File: src/logic/ddus_params.svh
// Purpose: Register offsets, field positions and reset values for the dual converter update scheduler.
// Assumes: Registers sit on a paged special function register bus with 8-bit data.
// Notes: Both converters share offsets and are told apart by the page number.
`ifndef DDUS_PARAMS_SVH
`define DDUS_PARAMS_SVH
`define DDUS_OFS_DATA_LOW 8'hd2
`define DDUS_OFS_DATA_HIGH 8'hd3
`define DDUS_OFS_CONTROL 8'hd4
`define DDUS_PAGE_CONV0 8'h00
`define DDUS_PAGE_CONV1 8'h01
`define DDUS_CTL_ENABLE_BIT 7
`define DDUS_CTL_MODE_HI 4
`define DDUS_CTL_MODE_LO 3
`define DDUS_CTL_FMT_HI 2
`define DDUS_CTL_FMT_LO 0
`define DDUS_CTL_WR_MASK 8'h9f
`define DDUS_RST_BYTE 8'h00
`define DDUS_RST_WORD 12'h000
`endif

File: src/logic/ddus_pkg.sv
// Purpose: Types shared by the dual converter update scheduler.
// Assumes: Nothing beyond the parameter header.
// Notes: Mode codes follow the control register encoding.
package ddus_pkg;
   typedef enum logic [1:0] {
      DDUS_MODE_ON_WRITE = 2'b00,
      DDUS_MODE_TIMER3 = 2'b01,
      DDUS_MODE_TIMER4 = 2'b10,
      DDUS_MODE_TIMER2 = 2'b11
   } ddus_mode_t;
   typedef struct packed {
      logic wr;
      logic rd;
      logic [7:0] page;
      logic [7:0] addr;
      logic [7:0] wdata;
   } ddus_sfr_req_t;
   typedef struct packed {
      logic timer2;
      logic timer3;
      logic timer4;
   } ddus_ovf_t;
endpackage

File: src/logic/ddus_top.sv
// Purpose: Holding registers, control registers and input latches of two 12-bit converters.
// Assumes: The core drives one-cycle read and write strobes; timer overflows are one-cycle pulses.
// Notes: Read data is registered and appears the cycle after the read strobe.
// Behaviour
// - Latch holds 12-bit unsigned code 000 to fff.
// - Disabled converter output is high impedance.
// - Mode zero loads latch on high-byte write.
// - Mode zero low-byte write only stores data.
// - Timer modes never load on register writes.
// - Modes 1,2,3 load on timer 3,4,2 overflow.
// - Format field bits 2:0 selects justification.
// - Second converter behaves identically, own registers.
// - Formats 000..1xx split word across bytes.
// - Control bit 7 enables the converter.
// - Control bits 6:5 read zero, writes ignored.
`timescale 1ns/1ps
`include "ddus_params.svh"
module ddus_top #(
   parameter int NUM_CONV = 2
) (
   input wire logic clk_sys_i,
   input wire logic rst_i,
   input wire ddus_pkg::ddus_sfr_req_t sfr_req_i,
   input wire ddus_pkg::ddus_ovf_t ovf_i,
   input wire logic reference_bias_enable_i,
   output logic [7:0] sfr_rdata_o,
   output logic [11:0] conv0_code_o,
   output logic [11:0] conv1_code_o,
   output logic conv0_out_en_o,
   output logic conv1_out_en_o
);
   import ddus_pkg::*;

   // Rebuilds the 12-bit word from the two bytes for a given justification.
   function automatic logic [11:0] join_word(input logic [2:0] fmt, input logic [7:0] hi, input logic [7:0] lo);
      logic [11:0] w;
      w = 12'h000;
      if (fmt[2]) begin
         w = {hi, lo[7:4]};
      end else begin
         case (fmt[1:0])
            2'b00: w = {hi[3:0], lo};
            2'b01: w = {hi[4:0], lo[7:1]};
            2'b10: w = {hi[5:0], lo[7:2]};
            default: w = {hi[6:0], lo[7:3]};
         endcase
      end
      return w;
   endfunction

   // Returns the overflow pulse that the given mode listens to.
   function automatic logic timer_hit(input ddus_mode_t m, input ddus_ovf_t o);
      logic h;
      h = 1'b0;
      case (m)
         DDUS_MODE_TIMER3: h = o.timer3;
         DDUS_MODE_TIMER4: h = o.timer4;
         DDUS_MODE_TIMER2: h = o.timer2;
         default: h = 1'b0;
      endcase
      return h;
   endfunction

   // Per-converter state; index 0 answers page 0 and index 1 answers page 1.
   logic [7:0] ctl_r [NUM_CONV];
   logic [7:0] high_r [NUM_CONV];
   logic [7:0] low_r [NUM_CONV];
   logic [11:0] latch_r [NUM_CONV];
   logic [NUM_CONV-1:0] sel;
   logic [NUM_CONV-1:0] load;
   logic [11:0] next_word [NUM_CONV];
   logic [7:0] rdata_nxt;

   always_comb begin
      for (int i = 0; i < NUM_CONV; i++) begin
         sel[i] = (sfr_req_i.page == 8'(i));
      end
   end

   // Writes land in the holding bytes; control bits 6:5 are dropped so they always read zero.
   always_ff @(posedge clk_sys_i) begin
      for (int i = 0; i < NUM_CONV; i++) begin
         if (rst_i) begin
            ctl_r[i] <= `DDUS_RST_BYTE;
            high_r[i] <= `DDUS_RST_BYTE;
            low_r[i] <= `DDUS_RST_BYTE;
         end else if (sfr_req_i.wr && sel[i]) begin
            case (sfr_req_i.addr)
               `DDUS_OFS_CONTROL: ctl_r[i] <= sfr_req_i.wdata & `DDUS_CTL_WR_MASK;
               `DDUS_OFS_DATA_HIGH: high_r[i] <= sfr_req_i.wdata;
               `DDUS_OFS_DATA_LOW: low_r[i] <= sfr_req_i.wdata;
               default: ;
            endcase
         end
      end
   end

   // In mode zero the latch takes the byte being written plus the held low byte, so the load
   // needs no extra cycle after the write.
   always_comb begin
      for (int i = 0; i < NUM_CONV; i++) begin
         ddus_mode_t m;
         m = ddus_mode_t'(ctl_r[i][`DDUS_CTL_MODE_HI:`DDUS_CTL_MODE_LO]);
         if (m == DDUS_MODE_ON_WRITE) begin
            load[i] = sfr_req_i.wr && sel[i] && (sfr_req_i.addr == `DDUS_OFS_DATA_HIGH);
            next_word[i] = join_word(ctl_r[i][`DDUS_CTL_FMT_HI:`DDUS_CTL_FMT_LO], sfr_req_i.wdata, low_r[i]);
         end else begin
            load[i] = timer_hit(m, ovf_i);
            next_word[i] = join_word(ctl_r[i][`DDUS_CTL_FMT_HI:`DDUS_CTL_FMT_LO], high_r[i], low_r[i]);
         end
      end
   end

   // The input latch only moves on a load, so a held byte never reaches the converter early.
   always_ff @(posedge clk_sys_i) begin
      for (int i = 0; i < NUM_CONV; i++) begin
         if (rst_i) begin
            latch_r[i] <= `DDUS_RST_WORD;
         end else if (load[i]) begin
            latch_r[i] <= next_word[i];
         end
      end
   end

   // Unmapped addresses and pages read as zero, so a stray read never returns stale data.
   always_comb begin
      rdata_nxt = 8'h00;
      for (int i = 0; i < NUM_CONV; i++) begin
         if (sel[i]) begin
            case (sfr_req_i.addr)
               `DDUS_OFS_CONTROL: rdata_nxt = ctl_r[i];
               `DDUS_OFS_DATA_HIGH: rdata_nxt = high_r[i];
               `DDUS_OFS_DATA_LOW: rdata_nxt = low_r[i];
               default: rdata_nxt = 8'h00;
            endcase
         end
      end
   end

   // Read data holds between reads, which lets the core sample it a cycle late.
   always_ff @(posedge clk_sys_i) begin
      if (rst_i) begin
         sfr_rdata_o <= 8'h00;
      end else if (sfr_req_i.rd) begin
         sfr_rdata_o <= rdata_nxt;
      end
   end

   // The analog stage floats its pin while the enable is low; the bias input is software's concern
   // and is only observed, not enforced, since gating on it would hide a missing setup step.
   always_ff @(posedge clk_sys_i) begin
      if (rst_i) begin
         conv0_out_en_o <= 1'b0;
         conv1_out_en_o <= 1'b0;
         conv0_code_o <= `DDUS_RST_WORD;
         conv1_code_o <= `DDUS_RST_WORD;
      end else begin
         conv0_out_en_o <= ctl_r[0][`DDUS_CTL_ENABLE_BIT];
         conv1_out_en_o <= ctl_r[1][`DDUS_CTL_ENABLE_BIT];
         conv0_code_o <= latch_r[0];
         conv1_code_o <= latch_r[1];
      end
   end

   logic unused_bias;
   assign unused_bias = reference_bias_enable_i;

   // The checks below state each expected word from the byte layout itself, not from the
   // join function, so a wrong shift in that function for formats 000 and 1xx shows up here.
   sreg_zero_a: assert property (@(posedge clk_sys_i) disable iff (rst_i)
      ctl_r[0][6:5] == 2'b00 && ctl_r[1][6:5] == 2'b00) else $error("control bits 6:5 not zero");
   mode0_load_a: assert property (@(posedge clk_sys_i) disable iff (rst_i)
      (ctl_r[0][4:3] == 2'b00 && ctl_r[0][2:0] == 3'b000 && sfr_req_i.wr && sel[0]
       && sfr_req_i.addr == 8'hd3) |=> latch_r[0] == {$past(sfr_req_i.wdata[3:0]), $past(low_r[0])})
      else $error("mode zero high write did not load");
   low_write_hold_a: assert property (@(posedge clk_sys_i) disable iff (rst_i)
      (ctl_r[0][4:3] == 2'b00 && sfr_req_i.wr && sel[0] && sfr_req_i.addr == 8'hd2) |=> $stable(latch_r[0]))
      else $error("low byte write changed latch");
   timer_no_write_a: assert property (@(posedge clk_sys_i) disable iff (rst_i)
      (ctl_r[1][4:3] != 2'b00 && !timer_hit(ddus_mode_t'(ctl_r[1][4:3]), ovf_i)) |=> $stable(latch_r[1]))
      else $error("timer mode loaded without overflow");
   timer3_load_a: assert property (@(posedge clk_sys_i) disable iff (rst_i)
      (ctl_r[0][4:3] == 2'b01 && ctl_r[0][2] && ovf_i.timer3) |=> latch_r[0] == {$past(high_r[0]), $past(low_r[0][7:4])})
      else $error("timer 3 overflow did not load");
   timer2_load_a: assert property (@(posedge clk_sys_i) disable iff (rst_i)
      (ctl_r[1][4:3] == 2'b11 && ctl_r[1][2] && ovf_i.timer2)
      |=> latch_r[1] == {$past(high_r[1]), $past(low_r[1][7:4])})
      else $error("timer 2 overflow did not load");
   timer4_load_a: assert property (@(posedge clk_sys_i) disable iff (rst_i)
      (ctl_r[1][4:3] == 2'b10 && ctl_r[1][2] && ovf_i.timer4)
      |=> latch_r[1] == {$past(high_r[1]), $past(low_r[1][7:4])})
      else $error("timer 4 overflow did not load");
   fmt_top_a: assert property (@(posedge clk_sys_i) disable iff (rst_i)
      (ctl_r[1][4:3] == 2'b00 && ctl_r[1][2] && sfr_req_i.wr && sel[1] && sfr_req_i.addr == `DDUS_OFS_DATA_HIGH)
      |=> latch_r[1] == {$past(sfr_req_i.wdata), $past(low_r[1][7:4])}) else $error("top format load wrong");
   conv1_low_hold_a: assert property (@(posedge clk_sys_i) disable iff (rst_i)
      (ctl_r[1][4:3] == 2'b00 && sfr_req_i.wr && sel[1] && sfr_req_i.addr == `DDUS_OFS_DATA_LOW)
      |=> $stable(latch_r[1])) else $error("second converter low write changed latch");
   page_isolate_a: assert property (@(posedge clk_sys_i) disable iff (rst_i)
      (sfr_req_i.wr && sel[1]) |=> $stable(high_r[0]) && $stable(low_r[0]) && $stable(ctl_r[0]))
      else $error("second page write touched first converter");
   // The read port is registered, so the answer is judged one edge after the strobe.
   ctl_read_a: assert property (@(posedge clk_sys_i) disable iff (rst_i)
      (sfr_req_i.rd && sel[1] && sfr_req_i.addr == `DDUS_OFS_CONTROL)
      |=> sfr_rdata_o[6:5] == 2'b00 && sfr_rdata_o[7] == $past(ctl_r[1][7])) else $error("control read wrong");
   disable_float_a: assert property (@(posedge clk_sys_i) disable iff (rst_i)
      !ctl_r[1][7] |=> !conv1_out_en_o) else $error("disabled converter still driving");
   enable_follow_a: assert property (@(posedge clk_sys_i) disable iff (rst_i)
      ##1 conv0_out_en_o == $past(ctl_r[0][7])) else $error("enable output wrong");
   code_follow_a: assert property (@(posedge clk_sys_i) disable iff (rst_i)
      ##1 conv1_code_o == $past(latch_r[1])) else $error("code output wrong");
   reset_clear_a: assert property (@(posedge clk_sys_i) rst_i |=> latch_r[0] == 12'h000 && ctl_r[1] == 8'h00)
      else $error("reset did not clear");
   reset_out_a: assert property (@(posedge clk_sys_i) rst_i |=> conv0_code_o == 12'h000 && !conv1_out_en_o)
      else $error("reset did not clear outputs");

   mode0_cov: cover property (@(posedge clk_sys_i) disable iff (rst_i) load[0] && ctl_r[0][4:3] == 2'b00);
   timer4_cov: cover property (@(posedge clk_sys_i) disable iff (rst_i) load[1] && ctl_r[1][4:3] == 2'b10);
   fmt_cov: cover property (@(posedge clk_sys_i) disable iff (rst_i) load[0] && ctl_r[0][2:0] == 3'b010);
   timer3_cov: cover property (@(posedge clk_sys_i) disable iff (rst_i) load[0] && ctl_r[0][4:3] == 2'b01);
   timer2_cov: cover property (@(posedge clk_sys_i) disable iff (rst_i) load[1] && ctl_r[1][4:3] == 2'b11);
endmodule // ddus_top

File: config.mk
export PLATFORM = sky130hd
export DESIGN_NAME = ddus_top
export DESIGN_NICKNAME = d
export VERILOG_FILES = /design/src/logic/ddus_pkg.sv /design/src/logic/ddus_top.sv
export VERILOG_INCLUDE_DIRS = /design/src /design/src/logic
export SDC_FILE = /design/constraint.sdc
export NUM_CORES = 1
export LEC_CHECK = 0
export BUFFER_PORTS_ARGS = -buffer_cell sky130_fd_sc_hd__buf_2
export CAP_MARGIN = 20
export CORE_MARGIN = 4
export CORE_UTILIZATION = 58
export CTS_CLUSTER_DIAMETER = 40
export DETAILED_ROUTE_END_ITERATION = 16
export GPL_TIMING_DRIVEN = 0
export HOLD_SLACK_MARGIN = 0.03
export PLACE_DENSITY = 0.8
export RECOVER_POWER = 50
export SYNTH_ARGS = -nofsm -noshare
export SYNTH_HDL_FRONTEND = slang
export SYNTH_SLANG_ARGS = --single-unit
File: constraint.sdc
create_clock -name clk_sys_i -period 2.5 [get_ports clk_sys_i]
set_clock_uncertainty 0.2 [all_clocks]
set_input_delay 0.25 -clock clk_sys_i [delete_from_list [all_inputs] [get_ports clk_sys_i]]
set_output_delay 0.25 -clock clk_sys_i [all_outputs]
set_load 0.05 [all_outputs]
==> results.cfg, run 1 <==
[floorplanning]
start_util_pct = 60.6
die_w_um = 104
core_um2 = 8850
die_h_um = 104
rows = 34
dieArea_um2 = 10900
io_pins = 66

[power_and_ir_drop]
power_density_nw_per_um2 = 583
p_total_w = 0.00346
p_leak_nw = 2.19
ir_worst_vdd_mv = 0.292

[synth]
ys_async_sr_fraction_pct = 0
synth_area_um2 = 5360
ys_seq_elements = 102
synth_edf_count = 68
yosysUniqueCellTypes = 52
synth_cells = 448
ys.flop_type = edfxtp_1
syn_area_per_cell_um2 = 12.0
seq_area_frac_synth_pct = 50.8
ys_warn_count = 0
synth_top_cell_by_area = edfxtp_1
synth.area.top_cells = edfxtp_1 (38%), dfxtp_1 (13%), mux4_2 (11%)
synth_fp_nets = 480
synth.top_cell.area_share_pct = 38.1

[cts]
clock_latency_ns = 0.38
clock-sinks = 102
clock_path_buffers = 2
ctsRootBufferMaster = clkbuf_8
clkSlewWorstSetupHoldPaths_ns = 0.11
post_cts_buffers = 0
cts_inserted_buffers = 9
cts_tree = built
postCtsHoldBufs = 0
htree_num_levels = 3

[timing]
fmax_ghz = 0.425
finalHoldViolations = 0
slew_viol_final = 0
setup_viol = 0
period_needed_ns = 2.35
final.period_utilization_pct = 94.0
holdWs_ns = 0.0805
tns_ns = 0
rsz0062_at_grt = false
worstMarginPinSlew_ns = 0.722
maxSlewHeadroom_pct = 51.5
worst_slack_ns = 0.149

[run_status]
outcome = completed

[setup_path]
crit_path_start = sfr_req_i[10]
cp-start-kind = input pin
max_stage_delay_ns = 0.46
reg2reg_from = ctl_r[1][3]
path_cells = buf_2, and4bb_1, and3_1, clkbuf_1, a41o_1, nand2b_1, buf_2, a311oi_1
crit_slowest_cell = and4bb_1
path_class = in -> reg
cp.required_ns = 2.45
crit_arrival_ns = 2.30
cp-end-kind = flop
worst-path-max-fanout = 10
worst_path_most_repeated_cell = buf_2

[global_routing]
use_met3_pct = 6.02
antenna_found_initial = 0
busiest_layer = met1
grt_max_degree = 19
grt_pass1_vias = 3767
grt-ovfl-total = 0
grt_pass1_wl_um = 20600
grt_usage_pct = 24.3
met2_usage_pct = 35.1
gr-usage-met1_pct = 36.4

[placed_design]
place_congestion = 0.904
io_buffers = 61
post-dp-hpwl_um = 9600
post-place-ws_ns = 0.0393

[route]
vias = 4003
drc = 0
drt_iter0_drc = 481
antenna_left = 0
wl_um = 12900
vias_per_cell = 6.32
firstDrtPassIters = 5
wl_per_cell_um = 20.4

[layout]
syn_to_final_growth_pct = 10.5
n_antenna_cell = 0
utilization_pct = 67.0
fillers = 696
nets = 552
final_layout_size_suffix_gt1_share_pct = 18.9

[min_path]
min_path_type = in -> reg
min_from = sfr_req_i[7]

[run]
maxCapViolCount = 0
cell usage in the layout (no fill, tap or decap), types with 3 or more instances in the layout:
cell type / n
a211oi_1: 8
a21oi_1: 20
a221oi_1: 4
a22o_1: 3
a22oi_1: 6
a311oi_1: 4
a31o_1: 3
and2_0: 11
and2_1: 34
and3_1: 4
buf_2: 37
clkbuf_1: 53
clkbuf_8: 9
dfxtp_1: 34
edfxtp_1: 68
inv_1: 4
inv_6: 3
mux2_2: 9
mux2i_1: 25
mux4_2: 26
nand2_1: 23
nand2b_1: 3
nand3_1: 3
nor2_1: 29
nor2b_1: 37
nor3_1: 5
nor4_1: 3
o211a_1: 6
o211ai_1: 5
o21ai_0: 7
o21bai_1: 3
Yosys cell counts, drive strengths merged (2+ instances only):
library cell and count:
nand3 3, a211oi 8, o32ai 2, nor2b 37
clkbuf 17, o21bai 3, mux2 9, o211ai 5
a22o 3, buf 14, mux2i 25, a22oi 6
nor2 31, dfxtp 34, mux4 26, and2 45
a311oi 4, nand4 2, nor3b 2, a2111oi 2
edfxtp 68, o21ai 7, nand2 23, nor4 5
and3 4, nor3 6, inv 6, a21oi 20
a31o 3, nand2b 3, or2 2, o211a 6
o22ai 2, and4bb 2, a221oi 4
per-layer routing:
metal	wire, um	share of wire, %
met2	5610	44
met3	1490	12
met5	0	0
met4	297	2.3
met1	5500	43
logic make-up (layout without fill, tap and decap cells):
family                 count (synthesis)  in the layout  synth area share, %
buffers and inverters                 37            114                 2.99
AO/OA/AOI/OAI                         80             80                 10.7
multiplexers                          60             60                 17.5
flip-flops                           102            102                 50.8
AND/OR/NAND/NOR                      169            169                 18.1
registers in the layout, summed over array words and instances (netlist names):
register and flops:
latch_r 24, conv1_code_o 12, ctl_r 12, conv0_out_en_o 1, sfr_rdata_o 8, low_r 16, high_r 16, conv1_out_en_o 1
conv0_code_o 12
where the power goes:
group	internal (W)	switching, W	leakage, nW
registers	0.00189	0.0000607	0.964
clock network	0.000378	0.000603	0.0922
logic	0.000200	0.000322	1.14
area by class of cell:
cell class / instances / area (um^2) / area share, %
multi-input cells: 309 / 2470 / 41.7
inverters: 6 / 22.5 / 0.380
well taps: 108 / 135 / 2.28
clock inverters: 6 / 50.0 / 0.844
clock buffers: 10 / 128 / 2.15
flip-flops and latches: 102 / 2720 / 45.9
plain buffers: 31 / 134 / 2.26
repair buffers: 61 / 263 / 4.43
timing repair:
action                                  in CTS  in global routing
gates resized for setup                      0                  1
hold endpoints to repair                     0                  0
endpoints found under the setup margin       0                 14
final timing paths:
path                            to  slack [ns]  depth (start not counted)
setup / recovery    latch_r[1][10]        0.15                          8
hold / removal         ctl_r[0][5]        0.08                          2
setup reg to reg     latch_r[1][9]        0.16                          5
hold reg to reg   conv1_code_o[11]        0.25                          1
metrics by stage:
| stage | cell area (um^2) | std cells |
|---|---|---|
| final | 5930 | 633 |
| after global routing | 5930 | 633 |
| after CTS | 5980 | 633 |
| after detailed placement | 5800 | 617 |
| after global placement | 5800 | 617 |
| after floorplan | 5360 | 448 |
worst max-delay path: cells and delay by family:
family	cells	cell delay (ns)
simple gates	3	0.78
compound gates	2	0.62
buf+inv	3	0.64
No activity file was read; power rests on OpenSTA's default activity.
==> run 2: changes to the inputs <==
- CORE_MARGIN: 4 -> 2
- PLACE_DENSITY: 0.8 -> 0.81
==> run 2 against run 1 <==
- via count is 1.0% higher
- non-clock buffer count unchanged
- largest cell class unchanged
- wire length decreased by 0.68%
- critical path depth stayed put
- global-route usage increased by 2.1 points
- cell area grew 0.19%
==> results.cfg, run 2 (synthesis results as in run 1) <==
[layout]
multi_input_area_um2 = 2470
nets = 552
syn_to_final_growth_pct = 10.7
fillers = 726
reg_top3 = latch_r x24, high_r x16, low_r x16
final_layout_size_suffix_gt1_share_pct = 18.7
layout_common_cells = edfxtp_1 (68), clkbuf_1 (53), and2_1 (38)
final_common_cell = edfxtp_1
seqCellArea_um2 = 2720
n_antenna_cell = 0
largest_register_ffs = 24
top_register = latch_r

[setup_path]
path_class = in -> reg
crit_slowest_cell = and4bb_1
worst-path-max-fanout = 10
cp-end-kind = flop
r2r_slack_ns = 0.12
cp.required_ns = 2.42
worst-path-buf-inv = 3
cp_top_family = simple AND/OR/NAND/NOR gates
path_cells = clkbuf_1, and4bb_1, and3_1, clkbuf_1, a41o_1, nand2b_1, buf_2, a311oi_1
cp-start-kind = input pin
crit_arrival_ns = 2.30
max_stage_delay_ns = 0.42
worst_path_most_repeated_cell = clkbuf_1

[timing]
period_needed_ns = 2.39
fmax_ghz = 0.419
finalHoldViolations = 0
slew_viol_final = 0
setup_viol = 0
maxSlewHeadroom_pct = 47.4
worstMarginPinSlew_ns = 0.783
worst_slack_ns = 0.114
rsz0062_at_grt = false
tns_ns = 0
final.period_utilization_pct = 95.4

[floorplanning]
start_util_pct = 58.9
die_w_um = 100
rows = 35
die_h_um = 100
io_pins = 66
dieArea_um2 = 10000
core_um2 = 9110

[global_routing]
grt_pass1_wl_um = 19900
grt_max_degree = 19
grt_pass1_vias = 3709
grt_usage_pct = 26.4
grt-ovfl-total = 0
antenna_found_initial = 0

[power_and_ir_drop]
p_leak_nw = 2.20
power_density_nw_per_um2 = 584
p_total_w = 0.00347
ir_worst_vdd_mv = 0.320

[run]
maxCapViolCount = 0

[cts]
postCtsHoldBufs = 0
clock_path_buffers = 2
clock-sinks = 102
cts_resized = 0
post_cts_buffers = 0
ctsRootBufferMaster = clkbuf_8
cts_tree = built
cts_inserted_buffers = 9
clkSlewWorstSetupHoldPaths_ns = 0.10
htree_num_levels = 3
clock_latency_ns = 0.36

[route]
firstDrtPassIters = 5
wl_um = 12800
vias = 4043
drt_iter0_drc = 492
drc = 0
vias_per_cell = 6.36
wl_per_cell_um = 20.1
antenna_left = 0

[placed_design]
post-place-ws_ns = 0.117
io_buffers = 61
place_congestion = 1.01
post-dp-hpwl_um = 9470

[run_status]
outcome = completed

[min_path]
min_path_type = in -> reg
run 2: cell counts in the layout (fill, tap and decap cells not counted):
Identical to the previous run, type by type.
run 2: final timing paths:
path / from / cells past startpoint / endpoint
worst max register to register: ctl_r[1][3] / 5 / latch_r[1][10]
worst min register to register: latch_r[0][11] / 1 / conv0_code_o[11]
worst min-delay path: sfr_req_i[7] / 2 / ctl_r[0][5]
worst max-delay path: sfr_req_i[10] / 8 / latch_r[1][11]
run 2: per-stage QoR:
stage	utilization, %	hold slack [ns]	instance area, um^2	instances
after floorplan	-	0.229	5360	448
after global placement	63.8	0.236	5810	620
after detailed placement	63.8	0.236	5810	620
after CTS	65.8	0.0946	6000	636
after global routing	65.2	0.0966	5940	636
final	65.2	0.119	5940	636
run 2: cell type report:
type                       instances  area share [%]
sequential                       102            45.8
timing repair buffer              61            4.40
multi-input combinational        309            41.6
inverter                           6           0.379
clock buffer                      10            2.32
clock inverter                     6           0.843
buffer                            31            2.25
tap                              111            2.34
run 2: worst register-to-register path: stages, from the launching register on:
cell and delay, ns:
edfxtp_1 0.50, nor2_2 0.34, buf_2 0.30, mux4_2 0.53, nor2_1 0.14, a311oi_1 0.10
run 2: power breakdown:
| group | switching (W) | internal [W] | total (W) |
|---|---|---|---|
| clock network | 0.000580 | 0.000405 | 0.000984 |
| registers | 0.0000614 | 0.00189 | 0.00195 |
| logic | 0.000327 | 0.000200 | 0.000527 |
| total | 0.000968 | 0.00250 | 0.00347 |
run 2: routing by layer:
layer  global-route usage (%)  share of wire (%)  vias up
li1                         -                  -     1832
met1                     37.0                 41     1932
met2                     42.6                 46      256
met3                     4.53                 10       23
met4                     8.11                2.1        0
met5                        0                  0        -
